--- src/dbc_pkg.sv ---
// Shared constants, types and geometry function for the DRAM bank configuration block
package dbc_pkg;

	// ==========================================
	// I/O port offsets
	localparam logic [15:0] OFS_MEM_CTRL = 16'h3872;
	localparam logic [15:0] OFS_START_B1 = 16'h4872;
	localparam logic [15:0] OFS_START_B3 = 16'h5072;
	localparam logic [15:0] OFS_START_B5 = 16'h2c72;
	localparam logic [15:0] OFS_START_B7 = 16'h3472;
	localparam logic [15:0] OFS_SIZE_EXT = 16'h7472;

	// ==========================================
	// Field positions and reset values
	localparam int POS_STROBE_W = 15;
	localparam int POS_ILV_U_ODD = 14;
	localparam int POS_CACHE = 12;
	localparam int POS_PAGE = 11;
	localparam int POS_ILV_U_EVEN = 10;
	localparam int POS_ILV_L_ODD = 9;
	localparam int POS_ILV_L_EVEN = 8;
	localparam int POS_EN_UPPER = 4;
	localparam int POS_SIZE_UPPER = 2;
	localparam int POS_SIZE_LOWER = 0;
	localparam int POS_EXT_UPPER = 13;
	localparam int POS_EXT_LOWER = 12;
	localparam logic [15:0] RST_MEM_CTRL = 16'h0000;
	localparam logic [7:0] RST_START = 8'h00;
	localparam logic [1:0] RST_EXT = 2'h0;

	// ==========================================
	// Timing and address constants
	localparam logic [1:0] CAS_CYCLES = 2'h2;
	localparam logic [24:0] LOW_MEM_END = 25'h0a0000;
	localparam logic [24:0] LOW_DIS_128K = 25'h020000;
	localparam logic [24:0] LOW_DIS_256K = 25'h040000;
	localparam logic [24:0] LOW_DIS_512K = 25'h080000;

	typedef enum logic [1:0] {
		DBC_CA_NONE = 2'b00,
		DBC_CA_EXT = 2'b01,
		DBC_CA_EMC = 2'b10,
		DBC_CA_ALT = 2'b11
	} dbc_cache_t;

	typedef struct packed {
		logic [3:0] rows;
		logic [3:0] cols;
		logic [2:0] span;
		logic valid;
	} dbc_geom_t;

	typedef struct packed {
		logic [7:0] b6;
		logic [7:0] b4;
		logic [7:0] b2;
		logic [7:0] b0;
	} dbc_even_start_t;

	// Matrix and region span (log2 of size over 128 Kbyte) per size code
	function automatic dbc_geom_t dbc_geom(input logic ext, input logic [1:0] code);
		dbc_geom_t g;
		g = '{rows: 4'h0, cols: 4'h0, span: 3'h0, valid: 1'b1};
		case ({ext, code})
			3'h0: g = '{rows: 4'h8, cols: 4'h8, span: 3'h0, valid: 1'b1};
			3'h1: g = '{rows: 4'h9, cols: 4'h9, span: 3'h2, valid: 1'b1};
			3'h2: g = '{rows: 4'ha, cols: 4'ha, span: 3'h4, valid: 1'b1};
			3'h3: g = '{rows: 4'hc, cols: 4'hb, span: 3'h6, valid: 1'b1};
			3'h4: g = '{rows: 4'ha, cols: 4'h9, span: 3'h3, valid: 1'b1};
			3'h5: g = '{rows: 4'hc, cols: 4'h8, span: 3'h4, valid: 1'b1};
			3'h6: g = '{rows: 4'hb, cols: 4'ha, span: 3'h5, valid: 1'b1};
			default: g.valid = 1'b0;
		endcase
		return g;
	endfunction

endpackage

--- src/dbc_addr_mux.sv ---
// Row and column address multiplexer for the DRAM address lines
`timescale 1ns/1ps
`default_nettype none

module dbc_addr_mux (
	input wire logic [23:0] addr_w,
	input wire logic [3:0] rows,
	input wire logic [3:0] cols,
	input wire logic word_ilv,
	input wire logic page_ilv,
	input wire logic row_phase,
	output logic [11:0] ma
);
	logic [23:0] col_src;
	logic [23:0] row_src;
	logic [11:0] col_mask;
	logic [11:0] row_mask;
	logic [4:0] row_shift;

	// The interleave select bit is skipped so both banks see one linear map
	always_comb begin
		row_shift = {1'b0, cols} + {4'h0, page_ilv | word_ilv};
		col_src = word_ilv ? (addr_w >> 1) : addr_w;
		row_src = addr_w >> row_shift;
		col_mask = 12'hfff >> (5'h0c - {1'b0, cols});
		row_mask = 12'hfff >> (5'h0c - {1'b0, rows});
		if (row_phase) begin
			ma = row_src[11:0] & row_mask;
		end else begin
			ma = col_src[11:0] & col_mask;
		end
	end

endmodule
`default_nettype wire

--- src/dbc_top.sv ---
// DRAM bank configuration, bank decode and strobe control
// ==========================================
// Summary of operation
// - Drive row then column on address lines
// - I/O cycles output five-bit chip select code
// - Low eight lines carry peripheral data
// - Withhold CAS on protected memory writes
// - Disable low memory from 128/256/512K to 640K
// - Strobe width bit: reads 2.5 or 2 clocks, writes 2
// - Four bits interleave four bank pairs
// - Cache mode adds one read wait state
// - Cache mode changes after hold acknowledge
// - Cache mode selects shared pin function
// - Page bit clear: non-page, word interleave
// - Page bit set: PAGE_MODE output set, page interleave
// - Bits 7:4 enable banks 7:4, reset 0
// - Two size groups, each with extension bit
// - Extension clear: four standard part sizes
// - Extension set: three sizes, one reserved
// - Interleaved pair is one double region
`timescale 1ns/1ps
`default_nettype none

module dbc_top (
	input wire logic CLOCK,
	input wire logic RESET_N,
	input wire logic [15:0] IO_ADDR,
	input wire logic IO_WR,
	input wire logic IO_RD,
	input wire logic [15:0] IO_WDATA,
	output logic [15:0] IO_RDATA,
	output logic IO_HIT,
	input wire logic [3:0] LOWER_BANK_ENABLE,
	input wire dbc_pkg::dbc_even_start_t EVEN_BANK_START,
	input wire logic [1:0] LOW_DISABLE_SEL,
	input wire logic HOLD_ACK,
	input wire logic [24:0] CPU_ADDR,
	input wire logic MEM_REQ,
	input wire logic MEM_READ,
	input wire logic WRITE_PROTECT_ZONE,
	input wire logic MEMORY_WRITE_STROBE_N,
	input wire logic IO_CYCLE,
	input wire logic [4:0] CHIP_SEL_CODE,
	input wire logic PERIPH_WRITE,
	input wire logic [7:0] PERIPH_WDATA,
	output logic [7:0] PERIPH_RDATA,
	input wire logic [11:0] MA_IN,
	output logic [11:0] MA_OUT,
	output logic [11:0] MA_OE,
	output logic DEC_HI,
	output logic DEC_LO,
	output logic [7:0] RAS_N,
	output logic CAS_N,
	output logic CAS_HALF_EXTEND,
	output logic MEM_ACK,
	output logic MEM_MISS,
	output logic PAGE_MODE,
	output logic [1:0] CACHE_MODE,
	output logic ALT_CLOCK_ALLOWED,
	output logic PARITY_PIN_INPUT
);
	typedef enum logic [1:0] {
		DBC_S_IDLE = 2'b00,
		DBC_S_ROW = 2'b01,
		DBC_S_WAIT = 2'b10,
		DBC_S_CAS = 2'b11
	} dbc_state_t;

	// ==========================================
	// Reset release and pin synchronisers
	logic [1:0] rst_sync_reg;
	logic rst_n;
	logic [1:0] memory_write_strobe_sync_reg;
	logic [7:0] pin_s1_reg;
	logic [7:0] pin_s2_reg;

	always_ff @(posedge CLOCK or negedge RESET_N) begin
		if (!RESET_N) begin
			rst_sync_reg <= 2'h0;
		end else begin
			rst_sync_reg <= {rst_sync_reg[0], 1'b1};
		end
	end
	assign rst_n = rst_sync_reg[1];

	always_ff @(posedge CLOCK or negedge rst_n) begin
		if (!rst_n) begin
			memory_write_strobe_sync_reg <= 2'h3;
			pin_s1_reg <= 8'h00;
			pin_s2_reg <= 8'h00;
		end else begin
			memory_write_strobe_sync_reg <= {memory_write_strobe_sync_reg[0], MEMORY_WRITE_STROBE_N};
			pin_s1_reg <= MA_IN[7:0];
			pin_s2_reg <= pin_s1_reg;
		end
	end

	// ==========================================
	// Registers
	logic [15:0] mem_ctrl_reg, mem_ctrl_next;
	logic [7:0] start1_reg, start1_next;
	logic [7:0] start3_reg, start3_next;
	logic [7:0] start5_reg, start5_next;
	logic [7:0] start7_reg, start7_next;
	logic [1:0] ext_reg, ext_next;
	logic [1:0] cache_act_reg, cache_act_next;
	logic [15:0] rdata_reg, rdata_next;
	logic hit_reg, hit_next;

	always_comb begin
		mem_ctrl_next = mem_ctrl_reg;
		start1_next = start1_reg;
		start3_next = start3_reg;
		start5_next = start5_reg;
		start7_next = start7_reg;
		ext_next = ext_reg;
		rdata_next = 16'h0000;
		hit_next = 1'b0;
		if (IO_WR) begin
			case (IO_ADDR)
				dbc_pkg::OFS_MEM_CTRL: mem_ctrl_next = IO_WDATA;
				dbc_pkg::OFS_START_B1: start1_next = IO_WDATA[15:8];
				dbc_pkg::OFS_START_B3: start3_next = IO_WDATA[15:8];
				dbc_pkg::OFS_START_B5: start5_next = IO_WDATA[15:8];
				dbc_pkg::OFS_START_B7: start7_next = IO_WDATA[15:8];
				dbc_pkg::OFS_SIZE_EXT: begin
					ext_next = {IO_WDATA[dbc_pkg::POS_EXT_UPPER],
						IO_WDATA[dbc_pkg::POS_EXT_LOWER]};
				end
				default: ;
			endcase
		end
		if (IO_RD || IO_WR) begin
			hit_next = 1'b1;
			case (IO_ADDR)
				dbc_pkg::OFS_MEM_CTRL: rdata_next = mem_ctrl_reg;
				dbc_pkg::OFS_START_B1: rdata_next = {start1_reg, 8'h00};
				dbc_pkg::OFS_START_B3: rdata_next = {start3_reg, 8'h00};
				dbc_pkg::OFS_START_B5: rdata_next = {start5_reg, 8'h00};
				dbc_pkg::OFS_START_B7: rdata_next = {start7_reg, 8'h00};
				dbc_pkg::OFS_SIZE_EXT: rdata_next = {2'h0, ext_reg, 12'h000};
				default: hit_next = 1'b0;
			endcase
			if (!IO_RD) begin
				rdata_next = 16'h0000;
			end
		end
		// Readback shows the written cache field; the live copy waits for hold
		cache_act_next = cache_act_reg;
		if (HOLD_ACK) begin
			cache_act_next = mem_ctrl_reg[dbc_pkg::POS_CACHE +: 2];
		end
	end

	always_ff @(posedge CLOCK or negedge rst_n) begin
		if (!rst_n) begin
			mem_ctrl_reg <= dbc_pkg::RST_MEM_CTRL;
			start1_reg <= dbc_pkg::RST_START;
			start3_reg <= dbc_pkg::RST_START;
			start5_reg <= dbc_pkg::RST_START;
			start7_reg <= dbc_pkg::RST_START;
			ext_reg <= dbc_pkg::RST_EXT;
			cache_act_reg <= 2'h0;
			rdata_reg <= 16'h0000;
			hit_reg <= 1'b0;
		end else begin
			mem_ctrl_reg <= mem_ctrl_next;
			start1_reg <= start1_next;
			start3_reg <= start3_next;
			start5_reg <= start5_next;
			start7_reg <= start7_next;
			ext_reg <= ext_next;
			cache_act_reg <= cache_act_next;
			rdata_reg <= rdata_next;
			hit_reg <= hit_next;
		end
	end

	// ==========================================
	// Bank decode
	dbc_pkg::dbc_geom_t geom_lo, geom_hi, geom_sel;
	logic [7:0] bank_en;
	logic [7:0] bank_ilv;
	logic [7:0][7:0] bank_start;
	logic [7:0] bank_hit;
	logic [2:0] bank_idx;
	logic any_hit;
	logic low_dis;
	logic page_mode;
	logic [4:0] sel_bit;
	logic [24:0] dis_base;

	always_comb begin
		page_mode = mem_ctrl_reg[dbc_pkg::POS_PAGE];
		geom_lo = dbc_pkg::dbc_geom(ext_reg[0],
			mem_ctrl_reg[dbc_pkg::POS_SIZE_LOWER +: 2]);
		geom_hi = dbc_pkg::dbc_geom(ext_reg[1],
			mem_ctrl_reg[dbc_pkg::POS_SIZE_UPPER +: 2]);
		bank_en = {mem_ctrl_reg[dbc_pkg::POS_EN_UPPER +: 4], LOWER_BANK_ENABLE};
		bank_ilv[0] = mem_ctrl_reg[dbc_pkg::POS_ILV_L_EVEN];
		bank_ilv[2] = bank_ilv[0];
		bank_ilv[1] = mem_ctrl_reg[dbc_pkg::POS_ILV_L_ODD];
		bank_ilv[3] = bank_ilv[1];
		bank_ilv[4] = mem_ctrl_reg[dbc_pkg::POS_ILV_U_EVEN];
		bank_ilv[6] = bank_ilv[4];
		bank_ilv[5] = mem_ctrl_reg[dbc_pkg::POS_ILV_U_ODD];
		bank_ilv[7] = bank_ilv[5];
		bank_start = {start7_reg, EVEN_BANK_START.b6, start5_reg, EVEN_BANK_START.b4,
			start3_reg, EVEN_BANK_START.b2, start1_reg, EVEN_BANK_START.b0};
		case (LOW_DISABLE_SEL)
			2'h1: dis_base = dbc_pkg::LOW_DIS_128K;
			2'h2: dis_base = dbc_pkg::LOW_DIS_256K;
			2'h3: dis_base = dbc_pkg::LOW_DIS_512K;
			default: dis_base = dbc_pkg::LOW_MEM_END;
		endcase
		low_dis = (CPU_ADDR >= dis_base) && (CPU_ADDR < dbc_pkg::LOW_MEM_END);
		// Select bit: page-size bit in page mode, word bit otherwise
		sel_bit = 5'h1;
		if (page_mode) begin
			sel_bit = {1'b0, geom_lo.cols} + 5'h1;
		end
		for (int b = 0; b < 8; b++) begin
			geom_sel = (b >= 4) ? geom_hi : geom_lo;
			if (page_mode && b >= 4) begin
				sel_bit = {1'b0, geom_hi.cols} + 5'h1;
			end
			// Pair spans twice the bank and splits on the select bit
			bank_hit[b] = bank_en[b] && geom_sel.valid && !low_dis &&
				(((CPU_ADDR[24:17] ^ bank_start[b]) &
				(8'hff << (geom_sel.span + {2'h0, bank_ilv[b]}))) == 8'h00) &&
				(!bank_ilv[b] || (CPU_ADDR[sel_bit] == ((b % 4) >= 2)));
		end
		any_hit = |bank_hit;
		bank_idx = 3'h0;
		for (int b = 7; b >= 0; b--) begin
			if (bank_hit[b]) begin
				bank_idx = 3'(b);
			end
		end
	end

	// ==========================================
	// Address multiplexer
	logic [11:0] mux_ma;
	dbc_state_t state_reg, state_next;
	logic cur_ilv_reg, cur_ilv_next;
	logic [2:0] cur_bank_reg, cur_bank_next;
	logic cur_read_reg, cur_read_next;
	dbc_pkg::dbc_geom_t cur_geom;

	always_comb begin
		cur_geom = cur_bank_reg[2] ? geom_hi : geom_lo;
	end

	dbc_addr_mux u_mux (
		.addr_w(CPU_ADDR[24:1]),
		.rows(cur_geom.rows),
		.cols(cur_geom.cols),
		.word_ilv(cur_ilv_reg && !page_mode),
		.page_ilv(cur_ilv_reg && page_mode),
		.row_phase(state_reg == DBC_S_ROW),
		.ma(mux_ma)
	);

	// ==========================================
	// Cycle sequencer
	logic [1:0] cas_cnt_reg, cas_cnt_next;
	logic [11:0] ma_next, oe_next;
	logic [7:0] ras_next;
	logic cas_next, half_next, ack_next, miss_next, dhi_next, dlo_next;
	logic wp_block;
	logic cache_on;

	always_comb begin
		cache_on = cache_act_reg != dbc_pkg::DBC_CA_NONE;
		wp_block = WRITE_PROTECT_ZONE && !memory_write_strobe_sync_reg[1] && !cur_read_reg;
		state_next = state_reg;
		cas_cnt_next = cas_cnt_reg;
		cur_bank_next = cur_bank_reg;
		cur_ilv_next = cur_ilv_reg;
		cur_read_next = cur_read_reg;
		ma_next = 12'h000;
		oe_next = 12'h000;
		ras_next = 8'hff;
		cas_next = 1'b1;
		half_next = 1'b0;
		ack_next = 1'b0;
		miss_next = 1'b0;
		dhi_next = 1'b0;
		dlo_next = 1'b0;
		case (state_reg)
			DBC_S_IDLE: begin
				if (MEM_REQ && any_hit) begin
					state_next = DBC_S_ROW;
					cur_bank_next = bank_idx;
					cur_ilv_next = bank_ilv[bank_idx];
					cur_read_next = MEM_READ;
				end else if (MEM_REQ) begin
					miss_next = 1'b1;
				end else if (IO_CYCLE) begin
					ma_next[10:8] = CHIP_SEL_CODE[4:2];
					dhi_next = CHIP_SEL_CODE[1];
					dlo_next = CHIP_SEL_CODE[0];
					oe_next[10:8] = 3'h7;
					if (PERIPH_WRITE) begin
						ma_next[7:0] = PERIPH_WDATA;
						oe_next[7:0] = 8'hff;
					end
				end
			end
			DBC_S_ROW: begin
				ma_next = mux_ma;
				oe_next = 12'hfff;
				ras_next[cur_bank_reg] = 1'b0;
				cas_cnt_next = dbc_pkg::CAS_CYCLES;
				if (cur_read_reg && cache_on) begin
					state_next = DBC_S_WAIT;
				end else begin
					state_next = DBC_S_CAS;
				end
			end
			DBC_S_WAIT: begin
				ma_next = mux_ma;
				oe_next = 12'hfff;
				ras_next[cur_bank_reg] = 1'b0;
				state_next = DBC_S_CAS;
			end
			DBC_S_CAS: begin
				ma_next = mux_ma;
				oe_next = 12'hfff;
				ras_next[cur_bank_reg] = 1'b0;
				cas_next = wp_block;
				cas_cnt_next = cas_cnt_reg - 2'h1;
				// Pad logic stretches the last read cycle by half a clock
				half_next = cur_read_reg && (cas_cnt_reg == 2'h1) &&
					!mem_ctrl_reg[dbc_pkg::POS_STROBE_W];
				if (cas_cnt_reg == 2'h1) begin
					state_next = DBC_S_IDLE;
					ack_next = 1'b1;
				end
			end
			default: state_next = DBC_S_IDLE;
		endcase
	end

	always_ff @(posedge CLOCK or negedge rst_n) begin
		if (!rst_n) begin
			state_reg <= DBC_S_IDLE;
			cas_cnt_reg <= 2'h0;
			cur_bank_reg <= 3'h0;
			cur_ilv_reg <= 1'b0;
			cur_read_reg <= 1'b0;
			MA_OUT <= 12'h000;
			MA_OE <= 12'h000;
			RAS_N <= 8'hff;
			CAS_N <= 1'b1;
			CAS_HALF_EXTEND <= 1'b0;
			MEM_ACK <= 1'b0;
			MEM_MISS <= 1'b0;
			DEC_HI <= 1'b0;
			DEC_LO <= 1'b0;
		end else begin
			state_reg <= state_next;
			cas_cnt_reg <= cas_cnt_next;
			cur_bank_reg <= cur_bank_next;
			cur_ilv_reg <= cur_ilv_next;
			cur_read_reg <= cur_read_next;
			MA_OUT <= ma_next;
			MA_OE <= oe_next;
			RAS_N <= ras_next;
			CAS_N <= cas_next;
			CAS_HALF_EXTEND <= half_next;
			MEM_ACK <= ack_next;
			MEM_MISS <= miss_next;
			DEC_HI <= dhi_next;
			DEC_LO <= dlo_next;
		end
	end

	// ==========================================
	// Status outputs
	always_ff @(posedge CLOCK or negedge rst_n) begin
		if (!rst_n) begin
			PAGE_MODE <= 1'b0;
			CACHE_MODE <= 2'h0;
			ALT_CLOCK_ALLOWED <= 1'b1;
			PARITY_PIN_INPUT <= 1'b0;
			PERIPH_RDATA <= 8'h00;
		end else begin
			PAGE_MODE <= page_mode;
			CACHE_MODE <= cache_act_reg;
			ALT_CLOCK_ALLOWED <= cache_act_reg == dbc_pkg::DBC_CA_NONE ||
				cache_act_reg == dbc_pkg::DBC_CA_ALT;
			PARITY_PIN_INPUT <= cache_act_reg == dbc_pkg::DBC_CA_EMC;
			PERIPH_RDATA <= pin_s2_reg;
		end
	end

	assign IO_RDATA = rdata_reg;
	assign IO_HIT = hit_reg;

	// ==========================================
	// Checks
	a_ctrl_reset_zero: assert property (@(posedge CLOCK)
		$rose(rst_n) |-> mem_ctrl_reg == 16'h0000)
		else $error("memory control not zero after reset");

	a_cache_waits_hold: assert property (@(posedge CLOCK) disable iff (!rst_n)
		!$past(HOLD_ACK) |-> $stable(cache_act_reg))
		else $error("cache mode changed without hold acknowledge");

	a_read_wait_state: assert property (@(posedge CLOCK) disable iff (!rst_n)
		state_reg == DBC_S_ROW && cur_read_reg && cache_on |=> state_reg == DBC_S_WAIT)
		else $error("missing cache read wait state");

	a_no_wait_plain: assert property (@(posedge CLOCK) disable iff (!rst_n)
		state_reg == DBC_S_ROW && !cache_on |=> state_reg == DBC_S_CAS)
		else $error("extra wait state without cache mode");

	a_cas_two_cycles: assert property (@(posedge CLOCK) disable iff (!rst_n)
		$rose(state_reg == DBC_S_CAS) |-> ##1 (state_reg == DBC_S_CAS) ##1
		(state_reg == DBC_S_IDLE && MEM_ACK))
		else $error("strobe phase not two clocks");

	a_half_on_clear: assert property (@(posedge CLOCK) disable iff (!rst_n)
		CAS_HALF_EXTEND |-> !$past(mem_ctrl_reg[dbc_pkg::POS_STROBE_W]) && $past(cur_read_reg))
		else $error("half clock stretch with width bit set");

	a_protect_no_cas: assert property (@(posedge CLOCK) disable iff (!rst_n)
		state_reg == DBC_S_CAS && wp_block |=> CAS_N)
		else $error("column strobe on protected write");

	a_low_disable: assert property (@(posedge CLOCK) disable iff (!rst_n)
		state_reg == DBC_S_IDLE && MEM_REQ && low_dis |=> MEM_MISS && state_reg == DBC_S_IDLE)
		else $error("disabled low memory was decoded");

	a_bank_enable: assert property (@(posedge CLOCK) disable iff (!rst_n)
		$rose(state_reg == DBC_S_ROW) |-> bank_en[cur_bank_reg])
		else $error("cycle run on a disabled bank");

	a_io_select: assert property (@(posedge CLOCK) disable iff (!rst_n)
		state_reg == DBC_S_IDLE && !MEM_REQ && IO_CYCLE |=>
		MA_OUT[10:8] == $past(CHIP_SEL_CODE[4:2]) && DEC_LO == $past(CHIP_SEL_CODE[0]))
		else $error("chip select code not driven");

endmodule
`default_nettype wire

--- config.mk ---
export PLATFORM = sky130hd
export DESIGN_NAME = dbc_top
export DESIGN_NICKNAME = d
export VERILOG_FILES = /design/src/dbc_pkg.sv /design/src/dbc_addr_mux.sv /design/src/dbc_top.sv
export SDC_FILE = /design/constraint.sdc
export NUM_CORES = 1
export LEC_CHECK = 0
export ABC_CLOCK_PERIOD_IN_PS = 5200
export BUFFER_PORTS_ARGS = -buffer_cell sky130_fd_sc_hd__buf_2
export CAP_MARGIN = 20
export CORE_MARGIN = 2
export CORE_UTILIZATION = 55
export CTS_CLUSTER_SIZE = 25
export DETAILED_ROUTE_END_ITERATION = 8
export PLACE_DENSITY = 0.8
export SYNTH_ARGS = -nofsm -noshare
export SYNTH_HDL_FRONTEND = slang
export SYNTH_SLANG_ARGS = --single-unit
--- constraint.sdc ---
create_clock -name CLOCK -period 5.2 [get_ports CLOCK]
set_input_delay 0.78 -clock CLOCK [delete_from_list [all_inputs] [get_ports CLOCK]]
set_output_delay 0.78 -clock CLOCK [all_outputs]
set_load 0.01 [all_outputs]
Word level (Yosys, flattened, before mapping)
Index checks and enable logic that the tools add are counted.
{"block": "totals", "wordCells": 272, "ff_bits": 149}
{"block": "op_classes", "mux": 73, "shift": 7, "reduce_logical": 88, "addsub": 10, "n_eq_ne": 29, "n_bitwise": 23, "magnitude_cmp": 10}
{"operator": "one-hot mux 11 bit (7 select lines)", "count": 2}
{"operator": "one-hot mux 16 bit (6 select lines)", "count": 1}
{"operator": "two-way mux 11 bit", "count": 6}
{"operator": "AND 8 bit", "count": 8}
{"operator": "zero test 8 bit", "count": 8}
{"operator": "bitwise XOR 8 bit", "count": 8}
{"operator": "one-hot mux 20 bit (3 select lines)", "count": 1}
{"operator": "== test 16 x 14 -> 1 bit, second input constant", "count": 3}
{"operator": "== test 16 x 15 -> 1 bit, second input constant", "count": 3}
{"operator": "one-hot mux 11 bit (2 select lines)", "count": 2}
{"operator": "logical AND 1 bit", "count": 42}
{"operator": "two-way mux 12 bit", "count": 3}
{"operator": "two-way mux 16 bit", "count": 2}
{"operator": "<< shifter 8 x 3 -> 8 bit, first input constant", "count": 4}
{"operator": "less-than comparator 5 x 6 -> 1 bit, second input constant", "count": 5}
{"operator": "two-way mux 1 bit", "count": 29}
{"operator": "binary-select mux 1 bit (select 5 bit)", "count": 5}
{"operator": "greater-or-equal comparator 25 x 20 -> 1 bit", "count": 1}
{"operator": "less-than comparator 25 x 20 -> 1 bit, second input constant", "count": 1}
{"operator": "two-way mux 5 bit", "count": 5}
{"operator": "AND 12 bit", "count": 2}
{"operator": "two-way mux 3 bit", "count": 8}
{"operator": "two-way mux 8 bit", "count": 3}
{"operator": "right shift 12 x 5 -> 12 bit, first input constant", "count": 2}
{"operator": "other kinds (32)", "count": 86}

Depth between registers and ports, before layout
{"block": "logic_depth", "ltp_word": 22, "ltp_mapped": 17}

By module
From an unflattened synthesis, not the netlist that was laid out.
{"block": "hier_totals", "cells_unflattened": 955, "hier_area_um2": 9669.3}
{"mod": "dbc_top", "cells_per_inst": 755, "instances": 1, "seq_area_each_um2": 3518.4, "area_per_inst_um2": 7872.6}
{"mod": "dbc_addr_mux", "cells_per_inst": 200, "instances": 1, "seq_area_each_um2": 0.0, "area_per_inst_um2": 1796.7}

Least setup slack after synthesis
No wires, ideal clock.
{"block": "synth_timing", "path_type": "input port to flip-flop", "startpoint": "input port LOW_DISABLE_SEL[0]", "endpoint": "register cur_ilv_reg", "cell_stages": 13, "t_arrival_ns": 3.418, "slack_ns": 1.695, "setup_ns": 0.087, "path_cell_list": "inv_1 -> ha_1 -> or2_2 -> ha_1 -> nor4b_1 -> and3_1 -> a31oi_1 -> o21ai_0 -> a2111o_1 -> o21a_4 -> or3_1 -> o2111a_1 -> a211oi_2"}
{"block": "synth_between", "elab_chain_len": 18, "word_cells_on_any_way": 44, "classes_between": "order compare (1); eq/ne (3); mux (11); reduce/logical (29)"}
{"item": "from (decl)", "line_no": "dbc_top.sv:35", "source": "input wire logic [1:0] LOW_DISABLE_SEL,"}
{"item": "== test 2 bit or == test 2 x 1 -> 1 bit (tied branches)", "line_no": "dbc_top.sv:210", "source": "case (LOW_DISABLE_SEL)"}
{"item": "one-hot mux 20 bit (3 select lines) (*)", "line_no": "dbc_top.sv:210"}
{"item": "greater-or-equal comparator 25 x 20 -> 1 bit (*)", "line_no": "dbc_top.sv:216", "source": "low_dis = (CPU_ADDR >= dis_base) && (CPU_ADDR < dbc_pkg::LOW_MEM_END);"}
{"item": "logical AND 1 bit (*)", "line_no": "dbc_top.sv:216"}
{"item": "zero test 1 bit (*)", "line_no": "dbc_top.sv:228", "source": "bank_hit[b] = bank_en[b] && geom_sel.valid && !low_dis &&"}
{"item": "logical AND 1 bit (2 in a row)", "line_no": "dbc_top.sv:228"}
{"item": "logical AND 1 bit", "line_no": "dbc_top.sv:230", "source": "(8'hff << (geom_sel.span + {2'h0, bank_ilv[b]}))) == 8'h00) &&"}
{"item": "two-way mux 3 bit (8 in a row)", "line_no": "dbc_top.sv:236", "source": "if (bank_hit[b]) begin"}
{"item": "binary-select mux 1 bit (select 3 bit)", "line_no": "dbc_top.sv:296", "source": "cur_ilv_next = bank_ilv[bank_idx];"}
{"item": "two-way mux 1 bit (not written as such)", "line_no": "dbc_top.sv:296"}
{"item": "to (signal assigned)", "line_no": "dbc_top.sv:366", "source": "cur_ilv_reg <= cur_ilv_next;"}
{"item": "to (decl)", "line_no": "dbc_top.sv:246", "source": "logic cur_ilv_reg, cur_ilv_next;"}
Mark *: on every way between the ends. The rest lies on a longest branch, timed or not. The select of a mux whose other input is x is not followed.
A chain may end at the register's enable or synchronous reset.

Final worst setup path
{"block": "layout_timing", "startpoint": "register ext_reg[0]", "endpoint": "register cur_bank_reg[0]"}
{"block": "layout_between", "elab_chain_len": 20, "word_cells_on_any_way": 80, "classes_between": "add/sub (3); eq/ne (6); shift (2); mux (25); bitwise (7); reduce/logical (37)"}
{"item": "from (decl)", "line_no": "dbc_top.sv:105", "source": "logic [1:0] ext_reg, ext_next;"}
{"item": "from (signal assigned)", "line_no": "dbc_top.sv:162", "source": "ext_reg <= dbc_pkg::RST_EXT;"}
{"item": "from (signal assigned)", "line_no": "dbc_top.sv:172", "source": "ext_reg <= ext_next;"}
{"item": "== test 3 bit (tied with other cells)", "line_no": "dbc_pkg.sv:64", "source": "case ({ext, code})"}
{"item": "one-hot mux 11 bit (7 select lines)", "line_no": "dbc_pkg.sv:64"}
{"item": "adder 4 x 1 -> 5 bit", "line_no": "dbc_top.sv:220", "source": "sel_bit = {1'b0, geom_lo.cols} + 5'h1;"}
{"item": "two-way mux 5 bit", "line_no": "dbc_top.sv:219", "source": "if (page_mode) begin"}
{"item": "two-way mux 5 bit (4 in a row)", "line_no": "dbc_top.sv:224", "source": "if (page_mode && b >= 4) begin"}
{"item": "binary-select mux 1 bit (select 5 bit)", "line_no": "dbc_top.sv:231", "source": "(!bank_ilv[b] || (CPU_ADDR[sel_bit] == ((b % 4) >= 2)));"}
{"item": "two-way mux 1 bit (not written as such)", "line_no": "dbc_top.sv:231"}
{"item": "logical OR 1 bit", "line_no": "dbc_top.sv:231"}
{"item": "logical AND 1 bit", "line_no": "dbc_top.sv:230"}
{"item": "two-way mux 3 bit (8 in a row)", "line_no": "dbc_top.sv:236"}
{"item": "to (signal assigned)", "line_no": "dbc_top.sv:365", "source": "cur_bank_reg <= cur_bank_next;"}
{"item": "to (decl)", "line_no": "dbc_top.sv:247", "source": "logic [2:0] cur_bank_reg, cur_bank_next;"}
Parallel ways exist; a longest one is shown, timed or not. The select of a mux whose other input is x is not followed.

==> impl_metrics.env <==
export IMPL_clock_path_buffers=2
export IMPL_routedWlPerCell_um=18.58
export IMPL_leading_cell_type_in_the_layout_fill_and_taps_excluded="buf_2"
export IMPL_vdd_ir_drop_worst_v=0.0003373
export IMPL_cts_buffers=17
export IMPL_antennaDiodeCount=0
export IMPL_initial_core_util_pct=56.50
export IMPL_max_cap_violations=0
export IMPL_finish_net_count=1190
export IMPL_ys_seq_elements=140
export IMPL_drt_pre_antenna_iters=5
export IMPL_worstSetupStartpoint="ext_reg[0]$_DFFE_PN0P_"
export IMPL_startpoint_types="flop"
export IMPL_final_cell_mix="buf_2 (194), dfrtp_1 (127), nand2_1 (88)"
export IMPL_layout_drive_gt1_share_pct=31.74
export IMPL_postCtsSetupBuffers=0
export IMPL_routed_via_count=7415
export IMPL_final_setup_tns_ps=0
export IMPL_syn_to_final_growth_pct=18.95
export IMPL_crit_reg2reg_launch="ext_reg[0]$_DFFE_PN0P_"
export IMPL_dominantRegCellSynth="dfrtp_1"
export IMPL_timing_critical_path_slowest_stage_cell="dfrtp_1"
export IMPL_period_needed_ps=4082
export IMPL_first_pass_grt_wire_length_um=36810
export IMPL_detailedPlacementHpwl_um=17010
export IMPL_critical_path_n_buffers_inverters=1
export IMPL_synthDominantAreaCellType="dfrtp_1"
export IMPL_synth_seq_area_share_pct=40.81
export IMPL_tritoncts="done"
export IMPL_clk_pin_slew_ps=70
export IMPL_report_final_setup_viol=0
export IMPL_die_width_um=129.2
export IMPL_buffer_cell_driving_the_clock_tree_root="clkbuf_16"
export IMPL_worstPathRequired_ps=5510
export IMPL_ys_warn_count=0
export IMPL_period_share_pct=78.49
export IMPL_number_of_antenna_violations_at_the_first_check_in_global_routing=0
export IMPL_count_of_instances_resized_after_the_clock_tree_is_built=0
export IMPL_maximum_achievable_frequency_ghz=0.2450
export IMPL_postSynthCellCount=864
export IMPL_crit_end="cur_bank_reg[0]$_DFFE_PN0P_"
export IMPL_worstSetupEndpointType="flop"
export IMPL_dieArea_um2=16690
export IMPL_worst_clock_skew_ps=10.27
export IMPL_syn_avg_cell_area_um2=9.978
export IMPL_max_slew_margin_rel_pct=32.60
export IMPL_crit_arrival_ps=4390
export IMPL_placementRows=45
export IMPL_hold_path_class="flop to async pin"
export IMPL_gp_congestion=0.9525
export IMPL_core_region_area_um2=15260
export IMPL_ys_types=82
export IMPL_synth_async_sr_flop_share_pct=100.0
export IMPL_synth_top_cell_area_share_pct=37.16
export IMPL_report_final_hold_viol_count=0
export IMPL_timing_reg2reg_worst_path_depth=11
export IMPL_pre_cts_ws_ps=1196
export IMPL_worst_skew_pair_late_latency_ps=430
export IMPL_synth_area_top_cells="dfrtp_1 (37%), mux2_2 (7.3%), xnor2_1 (6.3%)"
export IMPL_synth_enable_flop_cells=0
export IMPL_worst_path_stages=11
export IMPL_setup_worst_path_class="flop to flop"
export IMPL_grt_max_degree=75
export IMPL_ioPinCount=199
export IMPL_grt_use_total_pct=28.34
export IMPL_worst_slew_pin_transition_ps=1003
export IMPL_leakage_nw=4.720
export IMPL_timing_max_transition_violations_final=0
export IMPL_regToRegSetupSlack_ps=1120
export IMPL_number_of_hold_buffers_added_after_cts=0
export IMPL_routed_wl_um=23360
export IMPL_syn_nets=1021
export IMPL_gr_total_overflow=0
export IMPL_crit_path_cell_chain="nor3b_1 > or2_4 > ha_1 > inv_1 > a2111oi_0 > a221o_1 > nand3_1 > a221oi_2 > a211oi_2 > a31oi_2 > mux2_2"
export IMPL_grt_setup_unrepaired="no"
export IMPL_status="finished, final reports clean"
export IMPL_path_delay_family="compound AO/OA/AOI/OAI gates"
export IMPL_report_power_total_w=0.003036
export IMPL_1st_iter_drt_viols=582
export IMPL_postLayoutSetupSlackWorst_ps=1118
export IMPL_antenna_viol_nets_final=0
export IMPL_post_synth_instance_area_um2=8621
export IMPL_detail_route_drc_violations=0
export IMPL_power_per_cell_area_nw_per_um2=296.1
export IMPL_floorplan_die_height_um=129.2
export IMPL_first_global_vias=7070
export IMPL_route_detailed_vias_per_inst=5.899
export IMPL_buffer_ports_inserted=194
export IMPL_worst_path_max_fanout=10
export IMPL_cts_htree_levels=4
export IMPL_capture_point_of_the_worst_reg_to_reg_path="cur_bank_reg[0]$_DFFE_PN0P_"
export IMPL_clock_sinks=140
export IMPL_whs_ps=110.3
export IMPL_critical_path_max_stage_delay_ps=620
[cells by family (layout without fill, tap and decap cells)]
kind of cell | count (synthesis) | after routing | share of synthesized area, %
fa+ha+maj | 26 | 26 | 3.774
mux | 84 | 84 | 11.29
buf+inv | 91 | 273 | 4.993
xor+xnor | 77 | 77 | 8.432
compound gates | 221 | 221 | 17.92
other cells | 1 | 1 | 0.04350
simple gates | 224 | 224 | 12.73
flops | 140 | 140 | 40.81
[stage by stage]
step	instance area, um2	std cells	util [%]
final	10250	1257	67.21
after global routing	10250	1257	67.21
after CTS	10220	1255	66.98
after detailed placement	9617	1223	63.03
after global placement	9617	1223	63.03
after floorplan	8621	864	-
[synth_stat cells (4+ instances only)]
| cell | count |
|---|---|
| and3_1 | 15 |
| ha_1 | 26 |
| inv_1 | 37 |
| a211oi_2 | 4 |
| buf_2 | 9 |
| dfrtp_1 | 128 |
| or3_1 | 4 |
| xnor2_1 | 62 |
| o21a_1 | 4 |
| o22ai_1 | 7 |
| nor2b_1 | 10 |
| a211oi_1 | 5 |
| xor2_1 | 11 |
| buf_4 | 12 |
| nand2_1 | 88 |
| a221o_1 | 5 |
| dfstp_2 | 12 |
| a21oi_1 | 50 |
| mux2_2 | 56 |
| and2_1 | 5 |
| nor4b_1 | 4 |
| nand3_1 | 15 |
| buf_1 | 7 |
| mux4_2 | 5 |
| a22oi_1 | 6 |
| nand4_1 | 4 |
| a222oi_1 | 10 |
| o21ai_0 | 54 |
| o31ai_1 | 4 |
| clkbuf_1 | 19 |
| nor4_1 | 6 |
| o211ai_1 | 18 |
| a31oi_1 | 9 |
| nor2_1 | 39 |
| nor3_1 | 13 |
| mux2i_1 | 23 |
| a211o_1 | 6 |
[worst min-delay path by stage]
stage,endpoint,slack (ps),depth (start not counted)
2_1_floorplan,PERIPH_RDATA[0]$_DFF_PN0_,330,0
3_3_place_gp,start5_reg[7]$_DFFE_PN0P_,110,0
3_5_place_dp,start5_reg[7]$_DFFE_PN0P_,110,0
4_1_cts,pin_s2_reg[7]$_DFF_PN0_,110,0
5_1_grt,rst_sync_reg[1]$_DFF_PN0_,110,1
6_report,PERIPH_RDATA[7]$_DFF_PN0_,110,0
[routing by layer]
layer / vias up / part of all wire, % / track usage (%)
li1: 3478 / - / -
met1: 3555 / 43 / 37.56
met2: 334 / 48 / 46.63
met3: 48 / 6.6 / 4.996
met4: 0 / 2.7 / 10.93
met5: - / 0 / 0
[area by class of cell]
type / instances / area [um2]
clock buffers: 17 / 425.4
clock inverters: 15 / 177.7
fillers: 1209 / 5004
inverters: 40 / 150.1
multi-input cells: 633 / 4672
flip-flops and latches: 140 / 3522
well taps: 211 / 264.0
repair buffers: 201 / 1044
[power by group]
part	internal (W)	switching, W	leakage, nW
registers	0.00118	0.0000333	1.79
clock network	0.000684	0.000523	0.288
logic	0.000250	0.000363	2.64
Note: power is estimated with default switching activity, not from simulation.
